===== config.mk =====
export PLATFORM = sky130hd
export DESIGN_NAME = fcs_core
export DESIGN_NICKNAME = d
export VERILOG_FILES = /design/src/include/fcs_pkg.sv /design/src/core/fcs_core.sv
export VERILOG_INCLUDE_DIRS = /design/src /design/src/include
export SDC_FILE = /design/constraint.sdc
export NUM_CORES = 1
export LEC_CHECK = 0
export ABC_AREA = 1
export BUFFER_PORTS_ARGS = -buffer_cell sky130_fd_sc_hd__buf_2
export CAP_MARGIN = 25
export CORE_ASPECT_RATIO = 1.4
export CORE_UTILIZATION = 50
export DETAILED_ROUTE_END_ITERATION = 8
export GPL_ROUTABILITY_DRIVEN = 1
export GPL_TIMING_DRIVEN = 0
export PLACE_DENSITY = 0.82
export SYNTH_ARGS = -nofsm -noshare
export SYNTH_HDL_FRONTEND = slang
export SYNTH_SLANG_ARGS = --single-unit

===== constraint.sdc =====
create_clock -name pclk -period 5.15 [get_ports pclk]
set_input_delay 1.03 -clock pclk [delete_from_list [all_inputs] [get_ports pclk]]
set_output_delay 1.03 -clock pclk [all_outputs]
set_load 0.005 [all_outputs]

===== src/include/fcs_defines.svh =====
`ifndef FCS_DEFINES_SVH
`define FCS_DEFINES_SVH

// Register indexes; byte address is four times the index
`define FCS_IDX_DIVIDER 10'h100
`define FCS_IDX_CONFIG 10'h103
`define FCS_IDX_STATUS 10'h105
`define FCS_IDX_COMMAND 10'h106
`define FCS_IDX_RESERVED 10'h107
`define FCS_IDX_ADDR_HI 10'h108
`define FCS_IDX_ADDR_LO 10'h109
`define FCS_IDX_DATA_HI 10'h10A
`define FCS_IDX_DATA_LO 10'h10B
`define FCS_IDX_WORD_ADDR 10'h110
`define FCS_IDX_WORD_DATA 10'h111

// Status bit positions
`define FCS_ST_BUF_EMPTY 7
`define FCS_ST_CMD_DONE 6
`define FCS_ST_PROT_VIOL 5
`define FCS_ST_ACC_ERR 4
`define FCS_ST_BLANK 2

// Divider and config bit positions
`define FCS_DIV_LOADED 7
`define FCS_DIV_PRESCALE 6
`define FCS_CFG_BUF_IE 7
`define FCS_CFG_DONE_IE 6

// Masks
`define FCS_CMD_MASK 8'h65
`define FCS_ADDR_HI_MASK 8'h7F
`define FCS_SECTOR_MASK 16'hFE00

// Command codes
`define FCS_CMD_ERASE_VERIFY 8'h05
`define FCS_CMD_PROGRAM 8'h20
`define FCS_CMD_SECTOR_ERASE 8'h40
`define FCS_CMD_MASS_ERASE 8'h41

// Prescaler terminal count, divide by eight
`define FCS_PRESCALE_LAST 3'h7

`endif


===== src/include/fcs_pkg.sv =====
package fcs_pkg;

  typedef enum logic [1:0] {
    SEQ_IDLE,
    SEQ_GOT_WORD,
    SEQ_GOT_CMD
  } fcs_seq_type;

  typedef struct packed {
    logic [7:0] cmd;
    logic [1:0] bank;
    logic [15:0] addr;
    logic [15:0] data;
  } fcs_entry_type;

endpackage : fcs_pkg


===== src/core/fcs_core.sv =====
// The APB register port was chosen for this implementation.
`timescale 1ns/1ps
`include "fcs_defines.svh"
// Behaviour
// - Writing one to buffer-empty launches command
// - Writing zero sets access error, aborts sequence
// - Buffer-empty high exactly when buffer stage free
// - Interrupt from flag and enable pairs
// - Command-complete only when nothing active or pending
// - Command-complete stays low on pending fetch
// - Protection violation set on protected target, except erase verify
// - Protection violation anywhere blocks all launches
// - Access error on bad sequence, code, stop
// - Access error write-one-clear, blocks all launches
// - Blank set by verify, cleared on launch
// - Status bits 3, 1, 0 read zero
// - Four legal command codes, others error
// - Command bits 7,4,3,1 read zero
// - Address buffer visible only in special mode
// - Sector erase drops low nine address bits
// - Data buffer visible only in special mode
// - Two-stage command pipeline
// - Divider write sets loaded flag, gates commands
// - Optional divide by eight before divider
// - Two-bit bank select, bank zero after reset
module fcs_core (
  input wire logic pclk, // Bus clock
  input wire logic presetn, // Async reset, active low
  input wire logic psel, // APB select
  input wire logic penable, // APB enable
  input wire logic pwrite, // APB direction
  input wire logic [11:0] paddr, // APB byte address
  input wire logic [31:0] pwdata, // APB write data
  output logic [31:0] prdata, // APB read data
  output logic pready, // APB ready
  output logic pslverr, // APB error, unmapped address
  input wire logic special_mode_pin, // Special mode strap, async
  input wire logic stop_req_pin, // CPU stop request, async
  input wire logic osc_clk_pin, // Oscillator clock, async
  input wire logic [3:0] protect_bank, // Per-block protection active
  input wire logic array_done, // Array finished active command
  input wire logic array_blank, // Erase verify result
  output logic irq, // Interrupt request
  output logic timebase_tick, // Algorithm timebase pulse
  output logic array_start, // Start pulse for active command
  output fcs_pkg::fcs_entry_type array_req // Active command
);

  ////////////////////////////////////////////////////////////////////////
  // Synchronisers and bus decode
  logic [1:0] spec_sync_reg, stop_sync_reg, osc_sync_reg;
  logic osc_prev_reg;
  logic special_mode, stop_req, osc_rise;

  always_ff @(posedge pclk or negedge presetn) begin
    if (!presetn) begin
      spec_sync_reg <= 2'h0;
      stop_sync_reg <= 2'h0;
      osc_sync_reg <= 2'h0;
      osc_prev_reg <= 1'h0;
    end else begin
      spec_sync_reg <= {spec_sync_reg[0], special_mode_pin};
      stop_sync_reg <= {stop_sync_reg[0], stop_req_pin};
      osc_sync_reg <= {osc_sync_reg[0], osc_clk_pin};
      osc_prev_reg <= osc_sync_reg[1];
    end
  end

  assign special_mode = spec_sync_reg[1];
  assign stop_req = stop_sync_reg[1];
  assign osc_rise = osc_sync_reg[1] && !osc_prev_reg;

  logic wr;
  logic [9:0] idx;
  logic mapped;
  assign idx = paddr[11:2];
  assign wr = psel && penable && pwrite && pready;
  always_comb begin
    case (idx)
      `FCS_IDX_DIVIDER, `FCS_IDX_CONFIG, `FCS_IDX_STATUS, `FCS_IDX_COMMAND,
      `FCS_IDX_RESERVED, `FCS_IDX_ADDR_HI, `FCS_IDX_ADDR_LO, `FCS_IDX_DATA_HI,
      `FCS_IDX_DATA_LO, `FCS_IDX_WORD_ADDR, `FCS_IDX_WORD_DATA: mapped = 1'b1;
      default: mapped = 1'b0;
    endcase
  end

  ////////////////////////////////////////////////////////////////////////
  // Divider, config and word address registers
  logic div_loaded_reg, prescale_reg;
  logic [5:0] div_ratio_reg;
  logic buf_ie_reg, done_ie_reg;
  logic [1:0] bank_sel_reg;
  logic [15:0] word_addr_reg;

  always_ff @(posedge pclk or negedge presetn) begin
    if (!presetn) begin
      div_loaded_reg <= 1'b0;
      prescale_reg <= 1'b0;
      div_ratio_reg <= 6'h00;
    end else if (wr && idx == `FCS_IDX_DIVIDER) begin
      div_loaded_reg <= 1'b1;
      prescale_reg <= pwdata[`FCS_DIV_PRESCALE];
      div_ratio_reg <= pwdata[5:0];
    end
  end

  always_ff @(posedge pclk or negedge presetn) begin
    if (!presetn) begin
      buf_ie_reg <= 1'b0;
      done_ie_reg <= 1'b0;
      bank_sel_reg <= 2'h0;
      word_addr_reg <= 16'h0000;
    end else if (wr && idx == `FCS_IDX_CONFIG) begin
      buf_ie_reg <= pwdata[`FCS_CFG_BUF_IE];
      done_ie_reg <= pwdata[`FCS_CFG_DONE_IE];
      bank_sel_reg <= pwdata[1:0];
    end else if (wr && idx == `FCS_IDX_WORD_ADDR) begin
      word_addr_reg <= pwdata[15:0];
    end
  end

  ////////////////////////////////////////////////////////////////////////
  // Algorithm timebase
  logic [2:0] pre_cnt_reg;
  logic [5:0] div_cnt_reg;
  logic pre_tick;
  assign pre_tick = osc_rise && (!prescale_reg || pre_cnt_reg == `FCS_PRESCALE_LAST);

  always_ff @(posedge pclk or negedge presetn) begin
    if (!presetn) begin
      pre_cnt_reg <= 3'h0;
      div_cnt_reg <= 6'h00;
      timebase_tick <= 1'b0;
    end else begin
      timebase_tick <= 1'b0;
      if (osc_rise) begin
        pre_cnt_reg <= pre_cnt_reg + 3'h1;
      end
      if (pre_tick) begin
        if (div_cnt_reg >= div_ratio_reg) begin
          div_cnt_reg <= 6'h00;
          timebase_tick <= div_loaded_reg; // No timebase until divider set
        end else begin
          div_cnt_reg <= div_cnt_reg + 6'h01;
        end
      end
    end
  end

  ////////////////////////////////////////////////////////////////////////
  // Command sequence events
  fcs_pkg::fcs_seq_type seq_reg;
  fcs_pkg::fcs_entry_type stage_reg, act_reg;
  logic buf_valid_reg, act_valid_reg;
  logic [3:0] acc_err_reg, prot_viol_reg, blank_reg;
  logic buf_empty, cmd_done, any_lock, cmd_legal;
  logic ev_word, ev_cmd, ev_stat, launch_req, abort_zero;
  logic err_seq, acc_ev, prot_ev, launch_ok, kill;

  assign buf_empty = !buf_valid_reg;
  assign cmd_done = !buf_valid_reg && !act_valid_reg;
  assign any_lock = (|acc_err_reg) || (|prot_viol_reg);
  assign ev_word = wr && idx == `FCS_IDX_WORD_DATA;
  assign ev_cmd = wr && idx == `FCS_IDX_COMMAND;
  assign ev_stat = wr && idx == `FCS_IDX_STATUS;
  assign launch_req = ev_stat && pwdata[`FCS_ST_BUF_EMPTY];
  assign abort_zero = ev_stat && !pwdata[`FCS_ST_BUF_EMPTY];

  always_comb begin
    case (pwdata[7:0])
      `FCS_CMD_ERASE_VERIFY, `FCS_CMD_PROGRAM,
      `FCS_CMD_SECTOR_ERASE, `FCS_CMD_MASS_ERASE: cmd_legal = 1'b1;
      default: cmd_legal = 1'b0;
    endcase
  end

  // Writes outside the strict word, command, launch order abort the sequence
  always_comb begin
    err_seq = 1'b0;
    if (ev_word && (seq_reg != fcs_pkg::SEQ_IDLE || !buf_empty || !div_loaded_reg
        || word_addr_reg[0])) begin
      err_seq = 1'b1;
    end
    if (ev_cmd && (seq_reg != fcs_pkg::SEQ_GOT_WORD || !cmd_legal)) begin
      err_seq = 1'b1;
    end
    if (wr && seq_reg == fcs_pkg::SEQ_GOT_WORD && !ev_cmd && !ev_word) begin
      err_seq = 1'b1;
    end
    if (wr && seq_reg == fcs_pkg::SEQ_GOT_CMD && !ev_stat) begin
      err_seq = 1'b1;
    end
  end

  assign kill = stop_req && !cmd_done;
  assign acc_ev = err_seq || abort_zero || kill;
  // Locked launches are held, not errored, so software can clear and retry
  assign prot_ev = launch_req && seq_reg == fcs_pkg::SEQ_GOT_CMD && !any_lock && !kill
                   && stage_reg.cmd != `FCS_CMD_ERASE_VERIFY
                   && protect_bank[stage_reg.bank];
  assign launch_ok = launch_req && seq_reg == fcs_pkg::SEQ_GOT_CMD && !any_lock && !kill
                     && div_loaded_reg && !prot_ev;

  ////////////////////////////////////////////////////////////////////////
  // Two-stage pipeline: buffer stage and active stage
  always_ff @(posedge pclk or negedge presetn) begin
    if (!presetn) begin
      seq_reg <= fcs_pkg::SEQ_IDLE;
      stage_reg <= '0;
      buf_valid_reg <= 1'b0;
    end else begin
      if (acc_ev || prot_ev) begin
        seq_reg <= fcs_pkg::SEQ_IDLE;
      end else if (ev_word) begin
        seq_reg <= fcs_pkg::SEQ_GOT_WORD;
        stage_reg.addr <= word_addr_reg;
        stage_reg.data <= pwdata[15:0];
        stage_reg.bank <= bank_sel_reg;
      end else if (ev_cmd) begin
        seq_reg <= fcs_pkg::SEQ_GOT_CMD;
        stage_reg.cmd <= pwdata[7:0] & `FCS_CMD_MASK;
      end else if (launch_ok) begin
        seq_reg <= fcs_pkg::SEQ_IDLE;
        if (stage_reg.cmd == `FCS_CMD_SECTOR_ERASE) begin
          stage_reg.addr <= stage_reg.addr & `FCS_SECTOR_MASK;
        end
      end else if (special_mode && wr && seq_reg == fcs_pkg::SEQ_IDLE) begin
        if (idx == `FCS_IDX_ADDR_HI) begin
          stage_reg.addr[15:8] <= pwdata[7:0] & `FCS_ADDR_HI_MASK;
        end
        if (idx == `FCS_IDX_ADDR_LO) begin
          stage_reg.addr[7:0] <= pwdata[7:0];
        end
      end
      if (kill) begin
        buf_valid_reg <= 1'b0;
      end else if (launch_ok) begin
        buf_valid_reg <= 1'b1;
      end else if (buf_valid_reg && (!act_valid_reg || array_done)) begin
        buf_valid_reg <= 1'b0;
      end
    end
  end

  always_ff @(posedge pclk or negedge presetn) begin
    if (!presetn) begin
      act_reg <= '0;
      act_valid_reg <= 1'b0;
      array_start <= 1'b0;
    end else begin
      array_start <= 1'b0;
      if (kill) begin
        act_valid_reg <= 1'b0;
      end else if (buf_valid_reg && (!act_valid_reg || array_done)) begin
        act_reg <= stage_reg;
        act_valid_reg <= 1'b1;
        array_start <= 1'b1;
      end else if (array_done) begin
        act_valid_reg <= 1'b0;
      end
    end
  end

  assign array_req = act_reg;

  ////////////////////////////////////////////////////////////////////////
  // Banked status flags; hardware set wins over software clear
  genvar b;
  generate
    for (b = 0; b < 4; b++) begin : g_bank
      logic sel_clr;
      assign sel_clr = ev_stat && bank_sel_reg == 2'(b);
      always_ff @(posedge pclk or negedge presetn) begin
        if (!presetn) begin
          acc_err_reg[b] <= 1'b0;
          prot_viol_reg[b] <= 1'b0;
          blank_reg[b] <= 1'b0;
        end else begin
          if (acc_ev && bank_sel_reg == 2'(b)) begin
            acc_err_reg[b] <= 1'b1;
          end else if (sel_clr && pwdata[`FCS_ST_ACC_ERR]) begin
            acc_err_reg[b] <= 1'b0;
          end
          if (prot_ev && stage_reg.bank == 2'(b)) begin
            prot_viol_reg[b] <= 1'b1;
          end else if (sel_clr && pwdata[`FCS_ST_PROT_VIOL]) begin
            prot_viol_reg[b] <= 1'b0;
          end
          if (act_valid_reg && array_done && act_reg.bank == 2'(b)
              && act_reg.cmd == `FCS_CMD_ERASE_VERIFY && array_blank) begin
            blank_reg[b] <= 1'b1;
          end else if (launch_ok && stage_reg.bank == 2'(b)) begin
            blank_reg[b] <= 1'b0;
          end
        end
      end
    end
  endgenerate

  ////////////////////////////////////////////////////////////////////////
  // APB answer, no wait states, and interrupt
  logic [7:0] rd_byte;
  always_comb begin
    rd_byte = 8'h00;
    case (idx)
      `FCS_IDX_DIVIDER: rd_byte = {div_loaded_reg, prescale_reg, div_ratio_reg};
      `FCS_IDX_CONFIG: rd_byte = {buf_ie_reg, done_ie_reg, 4'h0, bank_sel_reg};
      `FCS_IDX_STATUS: begin
        rd_byte[`FCS_ST_BUF_EMPTY] = buf_empty;
        rd_byte[`FCS_ST_CMD_DONE] = cmd_done;
        rd_byte[`FCS_ST_PROT_VIOL] = prot_viol_reg[bank_sel_reg];
        rd_byte[`FCS_ST_ACC_ERR] = acc_err_reg[bank_sel_reg];
        rd_byte[`FCS_ST_BLANK] = blank_reg[bank_sel_reg];
      end
      `FCS_IDX_COMMAND: rd_byte = stage_reg.cmd & `FCS_CMD_MASK;
      `FCS_IDX_ADDR_HI: rd_byte = special_mode ? stage_reg.addr[15:8] : 8'h00;
      `FCS_IDX_ADDR_LO: rd_byte = special_mode ? stage_reg.addr[7:0] : 8'h00;
      `FCS_IDX_DATA_HI: rd_byte = special_mode ? stage_reg.data[15:8] : 8'h00;
      `FCS_IDX_DATA_LO: rd_byte = special_mode ? stage_reg.data[7:0] : 8'h00;
      default: rd_byte = 8'h00;
    endcase
  end

  always_ff @(posedge pclk or negedge presetn) begin
    if (!presetn) begin
      pready <= 1'b0;
      pslverr <= 1'b0;
      prdata <= 32'h00000000;
    end else begin
      pready <= psel && !penable;
      pslverr <= psel && !penable && !mapped;
      if (psel && !penable && !pwrite) begin
        prdata <= {24'h000000, rd_byte};
      end
    end
  end

  always_ff @(posedge pclk or negedge presetn) begin
    if (!presetn) begin
      irq <= 1'b0;
    end else begin
      irq <= (buf_empty && buf_ie_reg) || (cmd_done && done_ie_reg);
    end
  end

  ////////////////////////////////////////////////////////////////////////
  // Checks
  chk_abort_sets_err: assert property (@(posedge pclk) disable iff (!presetn)
    abort_zero |=> acc_err_reg[$past(bank_sel_reg)] && seq_reg == fcs_pkg::SEQ_IDLE)
    else $error("zero write to buffer-empty did not abort");
  chk_launch_fills: assert property (@(posedge pclk) disable iff (!presetn)
    launch_ok |=> !buf_empty && !cmd_done)
    else $error("launch did not occupy buffer");
  chk_lock_blocks: assert property (@(posedge pclk) disable iff (!presetn)
    any_lock && !buf_valid_reg |=> !buf_valid_reg)
    else $error("launch while error flag set");
  chk_done_empty: assert property (@(posedge pclk) disable iff (!presetn)
    act_valid_reg && array_done && buf_valid_reg && !kill |=> !cmd_done)
    else $error("command complete while buffer busy");
  chk_fetch_start: assert property (@(posedge pclk) disable iff (!presetn)
    (buf_valid_reg && !act_valid_reg && !kill) |=> array_start ##1 !array_start)
    else $error("pending command not fetched");
  chk_illegal_code: assert property (@(posedge pclk) disable iff (!presetn)
    (ev_cmd && !cmd_legal) |=> acc_err_reg[$past(bank_sel_reg)])
    else $error("illegal code not flagged");
  chk_no_div_word: assert property (@(posedge pclk) disable iff (!presetn)
    (ev_word && !div_loaded_reg) |=> seq_reg == fcs_pkg::SEQ_IDLE)
    else $error("word accepted before divider set");
  chk_sector_mask: assert property (@(posedge pclk) disable iff (!presetn)
    array_start && act_reg.cmd == `FCS_CMD_SECTOR_ERASE |-> act_reg.addr[8:0] == 9'h000)
    else $error("sector address low bits kept");
  chk_irq_done: assert property (@(posedge pclk) disable iff (!presetn)
    (cmd_done && done_ie_reg) |=> irq)
    else $error("missing interrupt");
  cov_launch: cover property (@(posedge pclk) disable iff (!presetn) launch_ok);
  cov_pipelined: cover property (@(posedge pclk) disable iff (!presetn)
    act_valid_reg && buf_valid_reg);
  cov_prot: cover property (@(posedge pclk) disable iff (!presetn) prot_ev);
  cov_blank: cover property (@(posedge pclk) disable iff (!presetn) |blank_reg);

endmodule : fcs_core


-- Word level (Yosys, flattened, before mapping)
Index checks and enable logic that the tools add are counted.
- add/subtract/negate cells: 2
- magnitude comparators: 3
- equal/unequal tests: 34
- multiplexer cells: 68
- bitwise logic cells: 4
- reductions and logical operators: 138
- operators with widths (kind ; number):
    10-bit by 9-bit == test with 1-bit output, second input constant ; 11
    1-bit logical AND ; 74
    16-bit 2-to-1 mux ; 4
    8-bit 2-to-1 mux ; 6
    1-bit 2-to-1 mux ; 44
    4-bit case mux with 8 select lines ; 1
    2-bit nonzero test ; 15
    1-bit zero test ; 17
    8-bit by 7-bit == test with 1-bit output, second input constant ; 2
    5-bit AND reduction ; 3
    3-bit nonzero test ; 5
    2-bit == test, second input constant ; 7
    2-bit case mux with 7 select lines ; 1
    4-bit OR reduction ; 3
    1-bit logical OR ; 11
    11-bit OR reduction ; 1
    9-bit 2-to-1 mux ; 1
    1-bit binary-select mux with 2-bit select ; 4
    2-bit by 1-bit == test with 1-bit output, second input constant ; 4
    8-bit by 3-bit == test with 1-bit output, second input constant ; 1
    8-bit by 6-bit == test with 1-bit output, second input constant ; 1
    2-bit zero test ; 4
    2-bit 2-to-1 mux ; 4
    1-bit case mux with 7 select lines ; 1
    other kinds (17) ; 24
- register bits: 149
- bits of input ports: 58
- word-level logic and storage cells: 293

-- Depth between registers and ports, before layout
- word-level depth: 16
- depth in mapped cells: 15
- depth with buffers taken out: 14

-- Worst setup path before layout
No wires, ideal clock.
- kind: input-to-reg
- start point: in penable
- end point: reg stage_reg[39] in the netlist's numbering
- library setup time: 0.128 ns
- data arrival time: 2.312 ns
- data required time: 5.022 ns
- path slack: 2.709 ns
- stages: 13
- path buffers: 2
- cells stage by stage: nand2_1 -> nor2_4 -> buf_6 -> nand3_1 -> nand3_4 -> nand2_4 -> nor2_8 -> nand2_4 -> inv_6 -> buf_12 -> nand2_8 -> nand2_2 -> o21ai_2
- word-level cells in the longest chain between the ends: 14
- elaborated cells between the ends (all ways): 33
- classes of those cells: 4 x mux; 2 x bitwise; 27 x reduce/logical
- ends and longest elaborated chain (what ; RTL line ; text):
    start, declared ; fcs_core.sv:30 ; input wire logic penable,
    1-bit logical AND * (3 in series) ; fcs_core.sv:77 ; assign wr = psel && penable && pwrite && pready;
    1-bit logical AND (no source line) ; -- ;
    1-bit logical AND / 1-bit zero test (equally long branches) ; fcs_core.sv:180, fcs_core.sv:187 ;
    1-bit 2-to-1 mux / 1-bit logical AND (equally long branches) ; fcs_core.sv:180, fcs_core.sv:187 ;
    1-bit 2-to-1 mux / 1-bit logical AND (equally long branches) ; fcs_core.sv:184, fcs_core.sv:187 ;
    1-bit 2-to-1 mux ; fcs_core.sv:187 ; if (wr && seq_reg == fcs_pkg::SEQ_GOT_WORD && !ev_cmd && !ev_word) begin
    1-bit 2-to-1 mux ; fcs_core.sv:190 ; if (wr && seq_reg == fcs_pkg::SEQ_GOT_CMD && !ev_stat) begin
    1-bit logical OR (2 in series) ; fcs_core.sv:196 ; assign acc_ev = err_seq || abort_zero || kill;
    1-bit logical OR ; fcs_core.sv:212 ; if (acc_ev || prot_ev) begin
    1-bit NOT (no source line) ; -- ;
    3-bit AND reduction (no source line) * ; -- ;
    end, declared ; fcs_core.sv:153 ; fcs_pkg::fcs_entry_type stage_reg, act_reg;
Mark *: on every way between the ends. The rest lies on a longest branch, timed or not.
A chain may end at the register's enable or synchronous reset.

-- Worst setup path in the final report
- start point: in paddr[9]
- end point: reg prdata[6]
- word-level cells in the longest chain between the ends: 2
- elaborated cells between the ends (all ways): 9
- classes of those cells: 8 x eq/ne; 1 x mux
- ends and longest elaborated chain (what ; RTL line ; text):
    start, declared ; fcs_core.sv:32 ; input wire logic [11:0] paddr,
    10-bit by 9-bit == test with 1-bit output (on tied branches) ; -- ;
    4-bit case mux with 8 select lines * ; fcs_core.sv:305 ; case (idx)
    end signal, assigned ; fcs_core.sv:333 ; prdata <= {24'h000000, rd_byte};
    end, declared ; fcs_core.sv:34 ; output logic [31:0] prdata,
Marked as above.

==> metrics.txt <==
status completed; mean number of vias per cell 5.279; maximum fanout encountered on the critical timing path 10; first-pass GRT wire length 32,210 um; WL/cell 16.10 um; layout net count 1,120; number of input and output port buffers inserted 90; standard-cell rows 53; type of the worst min-delay path reg2reg; Post-CTS Repair Setup Buffers 0; clock tree sinks 149; CTS clock-pin slew for the worst setup and hold paths 0.06 ns; maximum frequency from static timing analysis 370.9 MHz; overflow left after global routing 0; sort of element at the start of the critical path input port; compound-gate portion of the synthesized area 11.63%; most frequent standard cell in the layout excluding fill and tap cells nand2_1; detailed placement HPWL 15,270 um; number of register bits inferred by synthesis 149; peak supply drop 156.4 uV; fraction of final layout cells sized beyond drive strength 1 22.42%; multiplexer share of the synthesized area 0%; Final Setup Violations 0; Total Power 2.518 mW; number of buffers added to fix hold violations after cts 0; number of resized instances in the post-cts repair step 0; number of H-tree levels 4; post-synthesis adder-cell area fraction 1.474%; Switching Fraction 24.68%; endpoint arrival time on the critical path 3.05 ns; Pre-antenna DRT Iters 9; clk root buf clkbuf_16; kind of cell adding the most delay to the critical path simple AND/OR/NAND/NOR gates; Final GP Congestion 0.9221; starting density of the core 50.99%; clock buffers created by TritonCTS 17; Antenna Cells 0; number of buffer and inverter instances along the worst setup path 4; Area Overhead vs Synth 18.16%; Clock Tree Buf Depth 2; leakage dissipation 4.699 nW; insertion delay to the later sink of the worst-skew pair 0.42 ns; Worst Path Class, Setup in2reg; Final Instance Count excl. Fillers 1,258; CP max stage delay 0.30 ns; number of design-rule violations left by the first detailed-router iteration 485; Detail Route Antenna Nets 0; total wire length after detailed routing 20,260 um; number of different library cells in the post-synthesis netlist 45; combined global-route utilization of all metal layers 26.89%; Psw 621.5 uW; Via Count 6,641; Cells after Synth 916; relative max-transition margin 53.14%; share of power burned in registers 47.6%; Setup TNS Final 0 ns; overall die width 106.5 um; power density relative to cell area 278.9 nW/um2; Final Skew 0.01219 ns; area of the die 15,790 um2; yosys synthesis warning count 0; Slew Limit Fails 0; number of global-route vias before repair 6,342; mean instance size in the synthesized netlist 8.342 um2; clock tree from TritonCTS built; Floorplan Core Area 14,990 um2; Worst Tran Pin Value 0.6975 ns; final worst path period need 2.696 ns; data required time of the worst path 5.50 ns; antenna violations before repair 0; cell repeated most along the worst path nand2_1; number of cells after detailed placement 1,226; element type at the critical path end flop; post-synthesis share of cell area spent on and, or, nand and nor gates 28.20%; DRC errors left 0; part of the Yosys area used for sequential elements 48.80%; area of the mapped netlist 7641 um2; number of ports placed on the die boundary 137; RSZ-0062 raised after global routing false; Max-cap violations 0; internal portion of total power 1.897 mW; share of the clock period used by the worst path 52.35%; largest net degree at the start of global routing 78; fraction of synthesized cell area in xor and xnor cells 0.3439%; worst path cell trace buf_2, nor2_2, nand2_2, inv_1, buf_2, nand3_1, inv_1, nand3_1, o31ai_1, nor2_1, nand2_1, nand2_1, nand2_1; portion of total power attributed to the clock network 46.8%; number of endpoints with negative hold slack in the final report 0; combinational family with the most area after synthesis simple AND/OR/NAND/NOR gates; height of the die 148.3 um; slowest stage cell, crit path inv_1; fraction of power consumed by combinational cells 5.7%; highest-count cells in the layout ignoring fill and taps nand2_1 (271), dfrtp_1 (149), buf_2 (92), inv_1 (89), o21ai_0 (87)
[synth_stat cells (all sizes together)]
cell type | count | area [um2]
buf | 38 | 297.8
inv | 96 | 365.3
o211ai | 1 | 7.510
conb | 1 | 3.750
a41oi | 2 | 17.52
o221ai | 1 | 8.760
a221oi | 1 | 8.760
nand2 | 297 | 1237
o31ai | 12 | 90.09
o21ai | 111 | 645.6
ha | 9 | 112.6
nor2 | 54 | 292.8
xor2 | 3 | 26.28
o21a | 1 | 7.510
nor3b | 1 | 7.510
o22ai | 3 | 25.02
a21oi | 14 | 77.58
nand3 | 71 | 410.4
and3 | 1 | 6.260
dfrtp | 149 | 3729
clkinv | 3 | 11.26
nand3b | 1 | 7.510
clkbuf | 14 | 52.55
nor3 | 15 | 80.08
nand4 | 15 | 100.1
nor4 | 2 | 12.51
[per-layer routing]
layer / vias to the layer above / track usage, % / wire (um)
met4: 0 / 12.67 / 839
met1: 3144 / 34.16 / 8570
met5: - / 0 / 0
met2: 251 / 44.48 / 9754
li1: 3197 / - / -
met3: 49 / 4.864 / 1093
[power by group through the flow]
stage | sequential, mW | clock, mW | combinational [mW]
after floorplan | 1.22 | 0 | 0.0762
after global placement | 1.22 | 0 | 0.136
after detailed placement | 1.22 | 0 | 0.144
after CTS | 1.20 | 1.18 | 0.144
after global routing | 1.20 | 1.23 | 0.163
final | 1.20 | 1.18 | 0.143
[metrics by stage]
step | area (um2) | utilization [%] | setup slack [ns] | hold slack, ns
floorplan | 7742 | - | 2.709 | 0.3312
global placement | 8433 | 56.27 | 0.9772 | 0.3318
detailed placement | 8467 | 56.50 | 2.061 | 0.3379
CTS | 9029 | 60.24 | 2.495 | 0.3516
global route | 9029 | 60.24 | 2.318 | 0.3594
finish | 9029 | 60.24 | 2.454 | 0.3496
[final cells by class]
type                    instances  area, um2
plain buffers                  52      350.3
fillers                      1362       5958
multi-input cells             643       3287
repair buffers                 91      484.2
clock buffers                  20      466.7
flip-flops and latches        149       3729
inverters                      99      376.6
well taps                     192      240.2
clock inverters                12      95.09
[path summary, 6_finish.rpt]
check,startpoint,to,slack (ns),cells past startpoint
max in group asynchronous,presetn,array_req[10],3.74,2
worst max register to register,act_valid_reg,array_req[23],2.88,8
worst max-delay path,paddr[9],prdata[6],2.45,13
min in group asynchronous,presetn,pre_cnt_reg[0],0.61,1
worst min-delay path,osc_sync_reg[0],osc_sync_reg[1],0.35,0
worst min register to register,osc_sync_reg[0],osc_sync_reg[1],0.35,0
[cell families after synthesis]
| family | after synthesis |
|---|---|
| adders and majority gates | 9 |
| AOI/OAI and AO/OA | 146 |
| xor gates and xnor gates | 3 |
| other | 1 |
| buffers and inverters | 151 |
| DFF | 149 |
| and+or+nand+nor | 457 |
No activity file was read; power rests on OpenSTA's default activity.
